$ cat src/rtl/pps_pkg.sv
/*
  package for the pcie phy status/control block: power states, status codes,
  apb register map, reset values and timing counts.
  assumes a 25 mhz parallel clock.
*/
package pps_pkg;
  localparam logic [1:0] PPS_PWR_P0 = 2'h0;
  localparam logic [1:0] PPS_PWR_P0S = 2'h1;
  localparam logic [1:0] PPS_PWR_P1 = 2'h2;
  localparam logic [1:0] PPS_PWR_P2 = 2'h3;

  localparam logic [2:0] PPS_ST_OK = 3'h0;
  localparam logic [2:0] PPS_ST_SKP_ADD = 3'h1;
  localparam logic [2:0] PPS_ST_SKP_DEL = 3'h2;
  localparam logic [2:0] PPS_ST_RX_DET = 3'h3;
  localparam logic [2:0] PPS_ST_DEC_ERR = 3'h4;
  localparam logic [2:0] PPS_ST_EB_OVF = 3'h5;
  localparam logic [2:0] PPS_ST_EB_UNF = 3'h6;
  localparam logic [2:0] PPS_ST_DISP_ERR = 3'h7;

  localparam logic [11:0] PPS_OFS_CTRL = 12'h000;
  localparam logic [11:0] PPS_OFS_STAT = 12'h004;
  localparam logic [11:0] PPS_OFS_IRQ = 12'h008;
  localparam logic [11:0] PPS_OFS_MASK = 12'h00C;

  localparam int PPS_CTRL_EI_INFER = 0;
  localparam int PPS_CTRL_RX_FAR = 1;
  localparam int PPS_IRQ_DONE = 0;
  localparam int PPS_IRQ_RXDET = 1;
  localparam int PPS_IRQ_ERR = 2;
  localparam int PPS_IRQ_W = 3;

  localparam logic [31:0] PPS_CTRL_RST = 32'h0000_0003;
  localparam logic [2:0] PPS_MASK_RST = 3'h0;

  localparam int PPS_CLK_MHZ = 25;
  localparam int PPS_PWR_CHG_NS = 160;
  localparam int PPS_PWR_CHG_CYC = (PPS_PWR_CHG_NS * PPS_CLK_MHZ + 999) / 1000;
  localparam int PPS_RXDET_NS = 400;
  localparam int PPS_RXDET_CYC = (PPS_RXDET_NS * PPS_CLK_MHZ + 999) / 1000;
  localparam int PPS_RATE_NS = 240;
  localparam int PPS_RATE_CYC = (PPS_RATE_NS * PPS_CLK_MHZ + 999) / 1000;
  localparam int PPS_CNT_W = 8;
  localparam logic [1:0] PPS_SYNC_LAT = 2'h3;

  typedef enum logic [1:0] {PPS_OP_PWR, PPS_OP_RXDET, PPS_OP_RATE} pps_op_e;
endpackage

$ cat src/rtl/pps_sync.sv
/*
  two-flop synchroniser for one asynchronous level.
  assumes the input is a plain level from outside the clock domain.
*/
module pps_sync (
  input wire logic clk_in,
  input wire logic reset_in,
  input wire logic d_in,
  output logic q_out
);
  logic meta_r;

  always_ff @(posedge clk_in or posedge reset_in) begin
    if (reset_in) begin
      meta_r <= 1'b0;
      q_out <= 1'b0;
    end else begin
      meta_r <= d_in;
      q_out <= meta_r;
    end
  end
endmodule

$ cat src/rtl/pps_top.sv
/*
  per-channel pcie phy status and control: detect/loopback requests, receive
  status, done pulse, receive valid, electrical idle, datapath resets and
  power-down, with an apb register file and one interrupt.
  assumes a link-layer controller on the same chip drives the phy inputs,
  which arrive asynchronously, and an apb master on clk_in.
*/
// Chosen here: the APB slave port and the placing of the registers.
// Contract
// - detect request in P1 with idle forced starts receiver detection
// - request in P0 without idle force switches into reverse parallel loopback
// - 3-bit status: 000 ok, 001 skip added, 010 removed, 011 detected
// - status 100 decode, 101 overflow, 110 underflow, 111 disparity error
// - done pulses one cycle after power change, detection or rate switch
// - receive valid marks valid received data and control flags
// - inference enabled: idle indicator follows inferred electrical idle
// - inference disabled: idle indicator is inverse of signal detect
// - block power-down powers down everything except reference clock buffers
// - receive pcs reset holds receiver pcs in reset
// - transmit pcs reset holds transmitter pcs in reset
// - receive pma reset holds receiver pma in reset
// - power select 00 P0, 01 P0s, 10 P1, 11 P2
// - transmit idle force drives electrical idle instead of data
module pps_top
  import pps_pkg::*;
(
  input wire logic clk_in,
  input wire logic reset_in,
  input wire logic [1:0] power_sel_in,
  input wire logic tx_idle_force_in,
  input wire logic detect_loop_in,
  input wire logic rate_gen2_in,
  input wire logic rx_far_present_in,
  input wire logic rx_sig_detect_in,
  input wire logic ei_inferred_in,
  input wire logic rx_data_ok_in,
  input wire logic [2:0] rx_event_in,
  input wire logic block_powerdown_in,
  input wire logic rx_pcs_reset_in,
  input wire logic tx_pcs_reset_in,
  input wire logic rx_pma_reset_in,
  input wire logic psel,
  input wire logic penable,
  input wire logic pwrite,
  input wire logic [11:0] paddr,
  input wire logic [31:0] pwdata,
  output logic [31:0] prdata,
  output logic pready,
  output logic pslverr,
  output logic [2:0] rx_status_out,
  output logic phy_done_out,
  output logic rx_valid_out,
  output logic rx_idle_out,
  output logic tx_elec_idle_out,
  output logic rev_loopback_out,
  output logic rxdet_active_out,
  output logic rx_pcs_hold_out,
  output logic tx_pcs_hold_out,
  output logic rx_pma_hold_out,
  output logic powered_down_out,
  output logic irq_out
);
  localparam int NS = 13;
  logic [NS-1:0] raw;
  logic [NS-1:0] syn;
  logic [1:0] pwr_s;
  logic idle_s, req_s, gen2_s, far_s, sigdet_s, ei_s, dok_s;
  logic [2:0] evt_s;
  logic pd_s, rxpcs_s, txpcs_s, rxpma_s;

  assign raw = {power_sel_in, tx_idle_force_in, detect_loop_in, rate_gen2_in,
                rx_far_present_in, rx_sig_detect_in, ei_inferred_in, rx_data_ok_in,
                rx_event_in, block_powerdown_in};
  assign {pwr_s, idle_s, req_s, gen2_s, far_s, sigdet_s, ei_s, dok_s, evt_s, pd_s} =
    syn[NS-1:0];

  genvar gi;
  generate
    for (gi = 0; gi < NS; gi++) begin : g_sync
      pps_sync u_sync (
        .clk_in(clk_in),
        .reset_in(reset_in),
        .d_in(raw[gi]),
        .q_out(syn[gi])
      );
    end
  endgenerate

  // the resets are synchronised like the rest; a pulse of the two-cycle
  // minimum width still reaches the holds
  pps_sync u_rxpcs (.clk_in(clk_in), .reset_in(reset_in), .d_in(rx_pcs_reset_in),
                    .q_out(rxpcs_s));
  pps_sync u_txpcs (.clk_in(clk_in), .reset_in(reset_in), .d_in(tx_pcs_reset_in),
                    .q_out(txpcs_s));
  pps_sync u_rxpma (.clk_in(clk_in), .reset_in(reset_in), .d_in(rx_pma_reset_in),
                    .q_out(rxpma_s));

  // registers
  logic [31:0] ctrl_r;
  logic [PPS_IRQ_W-1:0] irq_stat_r, irq_mask_r, evt_set;
  logic ei_infer_en, apb_wr, apb_rd;
  assign ei_infer_en = ctrl_r[PPS_CTRL_EI_INFER];
  assign apb_wr = psel && penable && pwrite;
  assign apb_rd = psel && !pwrite && !penable;

  // phy operation sequencer
  typedef enum {PPS_S_IDLE, PPS_S_BUSY, PPS_S_HOLD} pps_st_e;
  pps_st_e state_r;
  pps_op_e op_r;
  logic [PPS_CNT_W-1:0] cnt_r;
  logic [1:0] pwr_r;
  logic gen2_r, rx_det_hit_r, det_ok;
  logic start_pwr, start_det, start_rate, live;

  assign live = !pd_s;
  assign det_ok = req_s && idle_s && (pwr_s == PPS_PWR_P1);
  assign start_pwr = pwr_s != pwr_r;
  assign start_rate = gen2_s != gen2_r;
  assign start_det = det_ok;

  // synchronisers show their reset value at first; the sequencer only
  // copies the pins until they arrive, so reset never fakes a change
  logic [1:0] warm_r;
  always_ff @(posedge clk_in or posedge reset_in) begin
    if (reset_in) begin
      warm_r <= 2'h0;
    end else if (warm_r != PPS_SYNC_LAT) begin
      warm_r <= warm_r + 2'h1;
    end
  end

  always_ff @(posedge clk_in or posedge reset_in) begin
    if (reset_in) begin
      state_r <= PPS_S_IDLE;
      op_r <= PPS_OP_PWR;
      cnt_r <= '0;
      pwr_r <= PPS_PWR_P1;
      gen2_r <= 1'b0;
      phy_done_out <= 1'b0;
      rxdet_active_out <= 1'b0;
      rx_det_hit_r <= 1'b0;
    end else begin
      phy_done_out <= 1'b0;
      case (state_r)
        PPS_S_IDLE: begin
          if (warm_r != PPS_SYNC_LAT) begin
            pwr_r <= pwr_s;
            gen2_r <= gen2_s;
          end else if (!live) begin
            state_r <= PPS_S_IDLE;
          end else if (start_pwr) begin
            op_r <= PPS_OP_PWR;
            pwr_r <= pwr_s;
            cnt_r <= PPS_CNT_W'(PPS_PWR_CHG_CYC);
            state_r <= PPS_S_BUSY;
          end else if (start_rate) begin
            op_r <= PPS_OP_RATE;
            gen2_r <= gen2_s;
            cnt_r <= PPS_CNT_W'(PPS_RATE_CYC);
            state_r <= PPS_S_BUSY;
          end else if (start_det) begin
            op_r <= PPS_OP_RXDET;
            rxdet_active_out <= 1'b1;
            cnt_r <= PPS_CNT_W'(PPS_RXDET_CYC);
            state_r <= PPS_S_BUSY;
          end
        end
        PPS_S_BUSY: begin
          if (cnt_r > PPS_CNT_W'(1)) begin
            cnt_r <= cnt_r - PPS_CNT_W'(1);
          end else begin
            phy_done_out <= 1'b1;
            rxdet_active_out <= 1'b0;
            rx_det_hit_r <= (op_r == PPS_OP_RXDET) && far_s;
            state_r <= (op_r == PPS_OP_RXDET) ? PPS_S_HOLD : PPS_S_IDLE;
          end
        end
        PPS_S_HOLD: begin
          // wait for the controller to drop the request so one request
          // cannot retrigger a second detection
          rx_det_hit_r <= 1'b0;
          if (!req_s) begin
            state_r <= PPS_S_IDLE;
          end
        end
        default: state_r <= PPS_S_IDLE;
      endcase
    end
  end

  // datapath controls
  always_ff @(posedge clk_in or posedge reset_in) begin
    if (reset_in) begin
      rev_loopback_out <= 1'b0;
      tx_elec_idle_out <= 1'b1;
      powered_down_out <= 1'b1;
      rx_pcs_hold_out <= 1'b1;
      tx_pcs_hold_out <= 1'b1;
      rx_pma_hold_out <= 1'b1;
    end else begin
      rev_loopback_out <= live && req_s && !idle_s && (pwr_s == PPS_PWR_P0);
      tx_elec_idle_out <= idle_s || !live;
      powered_down_out <= pd_s;
      rx_pcs_hold_out <= rxpcs_s || pd_s;
      tx_pcs_hold_out <= txpcs_s || pd_s;
      rx_pma_hold_out <= rxpma_s || pd_s;
    end
  end

  // receive status, valid and idle
  always_ff @(posedge clk_in or posedge reset_in) begin
    if (reset_in) begin
      rx_status_out <= PPS_ST_OK;
      rx_valid_out <= 1'b0;
      rx_idle_out <= 1'b1;
    end else begin
      if (rx_det_hit_r) begin
        rx_status_out <= PPS_ST_RX_DET;
      end else if (rx_pcs_hold_out || !live) begin
        rx_status_out <= PPS_ST_OK;
      end else begin
        rx_status_out <= evt_s;
      end
      rx_valid_out <= dok_s && live && !rx_pcs_hold_out;
      if (!live) begin
        rx_idle_out <= 1'b1;
      end else if (ei_infer_en) begin
        rx_idle_out <= ei_s;
      end else begin
        rx_idle_out <= !sigdet_s;
      end
    end
  end

  // sticky events, set wins over a write-one clear
  assign evt_set[PPS_IRQ_DONE] = phy_done_out;
  assign evt_set[PPS_IRQ_RXDET] = rx_det_hit_r;
  assign evt_set[PPS_IRQ_ERR] = rx_status_out[2];

  always_ff @(posedge clk_in or posedge reset_in) begin
    if (reset_in) begin
      irq_stat_r <= '0;
      irq_mask_r <= PPS_MASK_RST;
      ctrl_r <= PPS_CTRL_RST;
      irq_out <= 1'b0;
    end else begin
      if (apb_wr && paddr == PPS_OFS_IRQ) begin
        irq_stat_r <= (irq_stat_r & ~pwdata[PPS_IRQ_W-1:0]) | evt_set;
      end else begin
        irq_stat_r <= irq_stat_r | evt_set;
      end
      if (apb_wr && paddr == PPS_OFS_MASK) begin
        irq_mask_r <= pwdata[PPS_IRQ_W-1:0];
      end
      if (apb_wr && paddr == PPS_OFS_CTRL) begin
        ctrl_r <= {30'h0000_0000, pwdata[1:0]};
      end
      irq_out <= |(irq_stat_r & irq_mask_r);
    end
  end

  // apb: no wait state, pready high in the first access cycle, read data latched in setup
  always_ff @(posedge clk_in or posedge reset_in) begin
    if (reset_in) begin
      prdata <= 32'h0000_0000;
      pready <= 1'b0;
      pslverr <= 1'b0;
    end else begin
      pready <= psel && !penable;
      pslverr <= psel && !penable && !(paddr == PPS_OFS_CTRL || paddr == PPS_OFS_STAT ||
                                       paddr == PPS_OFS_IRQ || paddr == PPS_OFS_MASK);
      if (apb_rd) begin
        case (paddr)
          PPS_OFS_CTRL: prdata <= ctrl_r;
          PPS_OFS_STAT: prdata <= {16'h0000, 3'h0, rx_status_out, 1'b0, rx_idle_out,
                                   rx_valid_out, rxdet_active_out, rev_loopback_out,
                                   powered_down_out, gen2_r, 1'b0, pwr_r};
          PPS_OFS_IRQ: prdata <= {29'h0000_0000, irq_stat_r};
          PPS_OFS_MASK: prdata <= {29'h0000_0000, irq_mask_r};
          default: prdata <= 32'h0000_0000;
        endcase
      end
    end
  end
endmodule

$ cat config.mk
export PLATFORM = sky130hd
export DESIGN_NAME = pps_top
export DESIGN_NICKNAME = d
export VERILOG_FILES = /design/src/rtl/pps_pkg.sv /design/src/rtl/pps_sync.sv /design/src/rtl/pps_top.sv
export SDC_FILE = /design/constraint.sdc
export NUM_CORES = 1
export LEC_CHECK = 0
export BUFFER_PORTS_ARGS = -buffer_cell sky130_fd_sc_hd__buf_2
export CORE_MARGIN = 2
export CORE_UTILIZATION = 30
export DETAILED_ROUTE_END_ITERATION = 8
export HOLD_SLACK_MARGIN = 0.12
export RECOVER_POWER = 25
export SYNTH_ARGS = -nofsm -noshare
export SYNTH_HDL_FRONTEND = slang
export SYNTH_SLANG_ARGS = --single-unit
$ cat constraint.sdc
create_clock -name clk_in -period 3.71 [get_ports clk_in]
set_input_delay 0.1855 -clock clk_in [delete_from_list [all_inputs] [get_ports clk_in]]
set_output_delay 0.1855 -clock clk_in [all_outputs]
set_load 0.005 [all_outputs]
==> results.md <==
- Outcome: finished, violations left
- Failing checks: max-capacitance violations, max-slew violations
- Worst Hold Launch: psel
- Hold path depth: 2
- H-tree Lvls: 3
- F_max: 0.453 GHz
- CP cell instances: dlygate4sd3_1, buf_2, clkinvlp_2, buf_4
- CP required: 4.15 ns
- Synthesized area: 3360 um^2
- Non-Filler Instances: 483
- Detailed Place HPWL: 4470 um
- Seq/Total Area, Yosys: 0.643
- Final hold violations: 0
- Vias in the first global route: 2146
- Reg clk slew, reported paths: 0.08 ns
- Post-synth top area share: 0.573
- Die ar.: 12100 um^2
- Number of remaining DRC errors: 0
- IR Drop Worst-Case VDD: 0.284 mV
- Core Util, Final: 0.383
- # resized after CTS: 0
- Pint: 1.52 mW
- Post-route clock period utilization: 0.595
- WL per Instance: 13.3 um
- EDFF count, synth: 0
- Fin area: 4170 um^2
- Max-cap viol count: 1
- Top-count cell post-synth: dfrtp_1
- Global-route wire length before repair: 10300 um
- Flop pwr share: 0.521
- Layout area overhead: 24.0%
- Placed cells: 444
- Initial DRC count: 120
- DR pass1 iterations: 4
- Worst path arrival time: 2.65 ns
- Slew Limit Fails: 50
- IO buf count: 63
- Total Nets Final: 406
- Switching pwr: 0.662 mW
- Top FF cell, synth: dfrtp_1
- Diode count: 0
- GRT Util Overall: 0.111
- Clk_lat worst skew: 0.35 ns
- Initial antenna violation count: 0
- M1 wire length: 2880 um
- Slew margin rel.: -0.383
- Core ar.: 10900 um^2
- Critical path class: in -> async
- Root buffer cell: clkbuf_8
- Largest net degree at the start of global routing: 50
- Hold WC Path Type: in -> reg
- Top post-synthesis cells by area: dfrtp_1 (57%), dfstp_2 (7.0%), buf_4 (4.5%), mux2_2 (3.3%), a22o_1 (2.3%)
- Met3 wire len: 423 um
- Total wire length: 6400 um
- Unique cell type count in the Yosys netlist: 50
- Io pins: 113
- Place WS: 1.68 ns
- Num CTS Buffers: 9
- Crit end category: async pin
- Post-CTS Setup Repair Bufs: 0
- Reg-to-Reg End: cnt_r[2]$_DFFE_PP0P_
- Max FO, Critical Path: 49
- Cell Rows: 38
- Area of placed instances: 3760 um^2
- Top Layer Used: met4
- Fin worst setup slack: 1.50 ns
- DR WL met2: 3050 um
- #FFs+latches synth: 86
- Fin crit period: 2.21 ns
- RSZ-0062 raised after global routing: no
- Routability cong.: 0.782
- Slowest cell on crit path: clkinvlp_2
- Slew @ Worst Pin: 2.06 ns
- Setup TNS Final: 0 ns
- Clock Tree Buf Depth: 2
- Final setup violation count: 0
- Worst R2R Path Depth: 4
- Area leader, netlist: dfrtp_1
- Via/cell ratio: 4.51
- Worst setup SP type: input port
- Vias after detailed routing: 2179
- Cell Pwr Density: 523 nW/um^2
- Gate power share: 0.204
- Commonest cells post-synth: dfrtp_1 (77), buf_4 (20), mux2_2 (10), nand2_1 (10)
- Die W: 110 um
- Clock share of power: 0.274
- Flop-to-flop setup slack: 1.68 ns
- Total global routing overflow: 0
- Hold Path End: pready$_DFF_PP0_
- Switch share: 0.303
- Reg2reg start: warm_r[0]$_DFFE_PP0P_
- Static Leakage: 1.94 nW
- Clock sink total: 86
- Synth warn: 0
- CTS tree: built
- Ratio of cells with drive above 1 in the final layout: 0.324
- Average size of a mapped cell: 13.7 um^2
- Worst hold slack: 0.146 ns
- Worst Skew: 0.0133 ns
- Die height: 110 um
- Syn Inst Count: 245
- FFs w/ async S/R, synth: 1.00
- CP max stage delay: 1.17 ns
- Initial Utilization: 0.309
- Tot Pwr: 2.18 mW
- Final ANT Viol Nets: 0
flip-flops by register name, indices dropped and copies added (netlist names), 2 cells and up:
name / flops
g_sync.u_sync.meta_r: 13
irq_stat_r: 3
pwr_r: 2
cnt_r: 8
prdata: 12
op_r: 2
ctrl_r: 2
irq_mask_r: 3
rx_status_out: 3
g_sync.u_sync.q_out: 13
state_r: 2
warm_r: 2
worst max-delay path, delay by kind of cell:
family	cells	cell delay, ns
buffers and inverters	4	2.42
layout make-up:
cell class | count | area (um^2)
Tap cell | 140 | 175
Timing Repair Buffer | 87 | 548
Inverter | 9 | 35.0
Clock inverter | 5 | 42.5
Fill cell | 1058 | 6720
Multi-Input combinational cell | 145 | 1060
Sequential cell | 86 | 2160
Clock buffer | 11 | 141
cells in the final DEF, fill, tap and decap left out, types with 3 or more instances in the layout:
cell / netlist / final
a22o_1: 9 / 9
mux2_2: 10 / 10
clkbuf_8: 0 / 10
dfstp_2: 9 / 8
or3_1: 4 / 4
nand2b_1: 5 / 5
o21ai_0: 6 / 6
buf_2: 1 / 59
clkinv_4: 0 / 3
nor2_1: 7 / 7
clkbuf_1: 2 / 4
dfrtp_1: 77 / 77
o22a_1: 3 / 3
ha_1: 3 / 3
o31ai_1: 6 / 6
or4_1: 3 / 3
nor4_2: 3 / 3
or2_2: 5 / 5
nand3_1: 4 / 4
nand2_1: 10 / 10
inv_1: 9 / 8
dlygate4sd3_1: 0 / 23
nand4_1: 3 / 3
xnor2_1: 4 / 4
nor4b_1: 3 / 3
conb_1: 1 / 20
a21oi_1: 5 / 5
logic make-up (layout without fill, tap and decap cells):
logic type,count (synthesis),in the layout,share of synthesized area
AO/OA/AOI/OAI,44,44,0.103
flip-flops,86,86,0.643
multiplexers,12,12,0.0469
other,1,20,0.00112
buffers and inverters,33,112,0.0618
XOR/XNOR,5,5,0.0130
adder cells (fa/ha/maj),3,3,0.0112
AND/OR/NAND/NOR,61,61,0.120
layer usage:
metal	track usage	vias up
met2	0.177	69
li1	-	1031
met4	0.0244	0
met3	0.0427	5
met1	0.144	1074
met5	0	-
power groups by stage:
| stage | combinational [mW] | sequential, mW | clock (mW) |
|---|---|---|---|
| 6_report | 0.445 | 1.14 | 0.599 |
| 5_1_grt | 0.507 | 1.16 | 0.661 |
| 4_1_cts | 0.450 | 1.14 | 0.620 |
| 3_5_place_dp | 0.430 | 1.15 | 0 |
| 3_3_place_gp | 0.420 | 1.15 | 0 |
| 2_1_floorplan | 0.353 | 1.13 | 0 |
worst max-delay path by stage:
stage	cells past startpoint	slack, ns	endpoint	startpoint
floorplan	1	1.32	cnt_r[0]$_DFFE_PP0P_	reset_in
finish	4	1.50	rx_idle_out$_DFF_PP1_	reset_in
detailed placement	5	1.68	prdata[11]$_DFFE_PP0P_	paddr[7]
global route	4	1.10	op_r[0]$_DFFE_PP0P_	reset_in
global placement	4	1.72	cnt_r[2]$_DFFE_PP0P_	warm_r[0]$_DFFE_PP0P_
CTS	6	1.54	prdata[10]$_DFFE_PP0P_	penable
repair_timing:
action	CTS	global route
endpoints found under the hold margin	66	0
hold buffers	23	0
endpoints found under the setup margin	0	0
No activity file was read; power rests on OpenSTA's default activity.
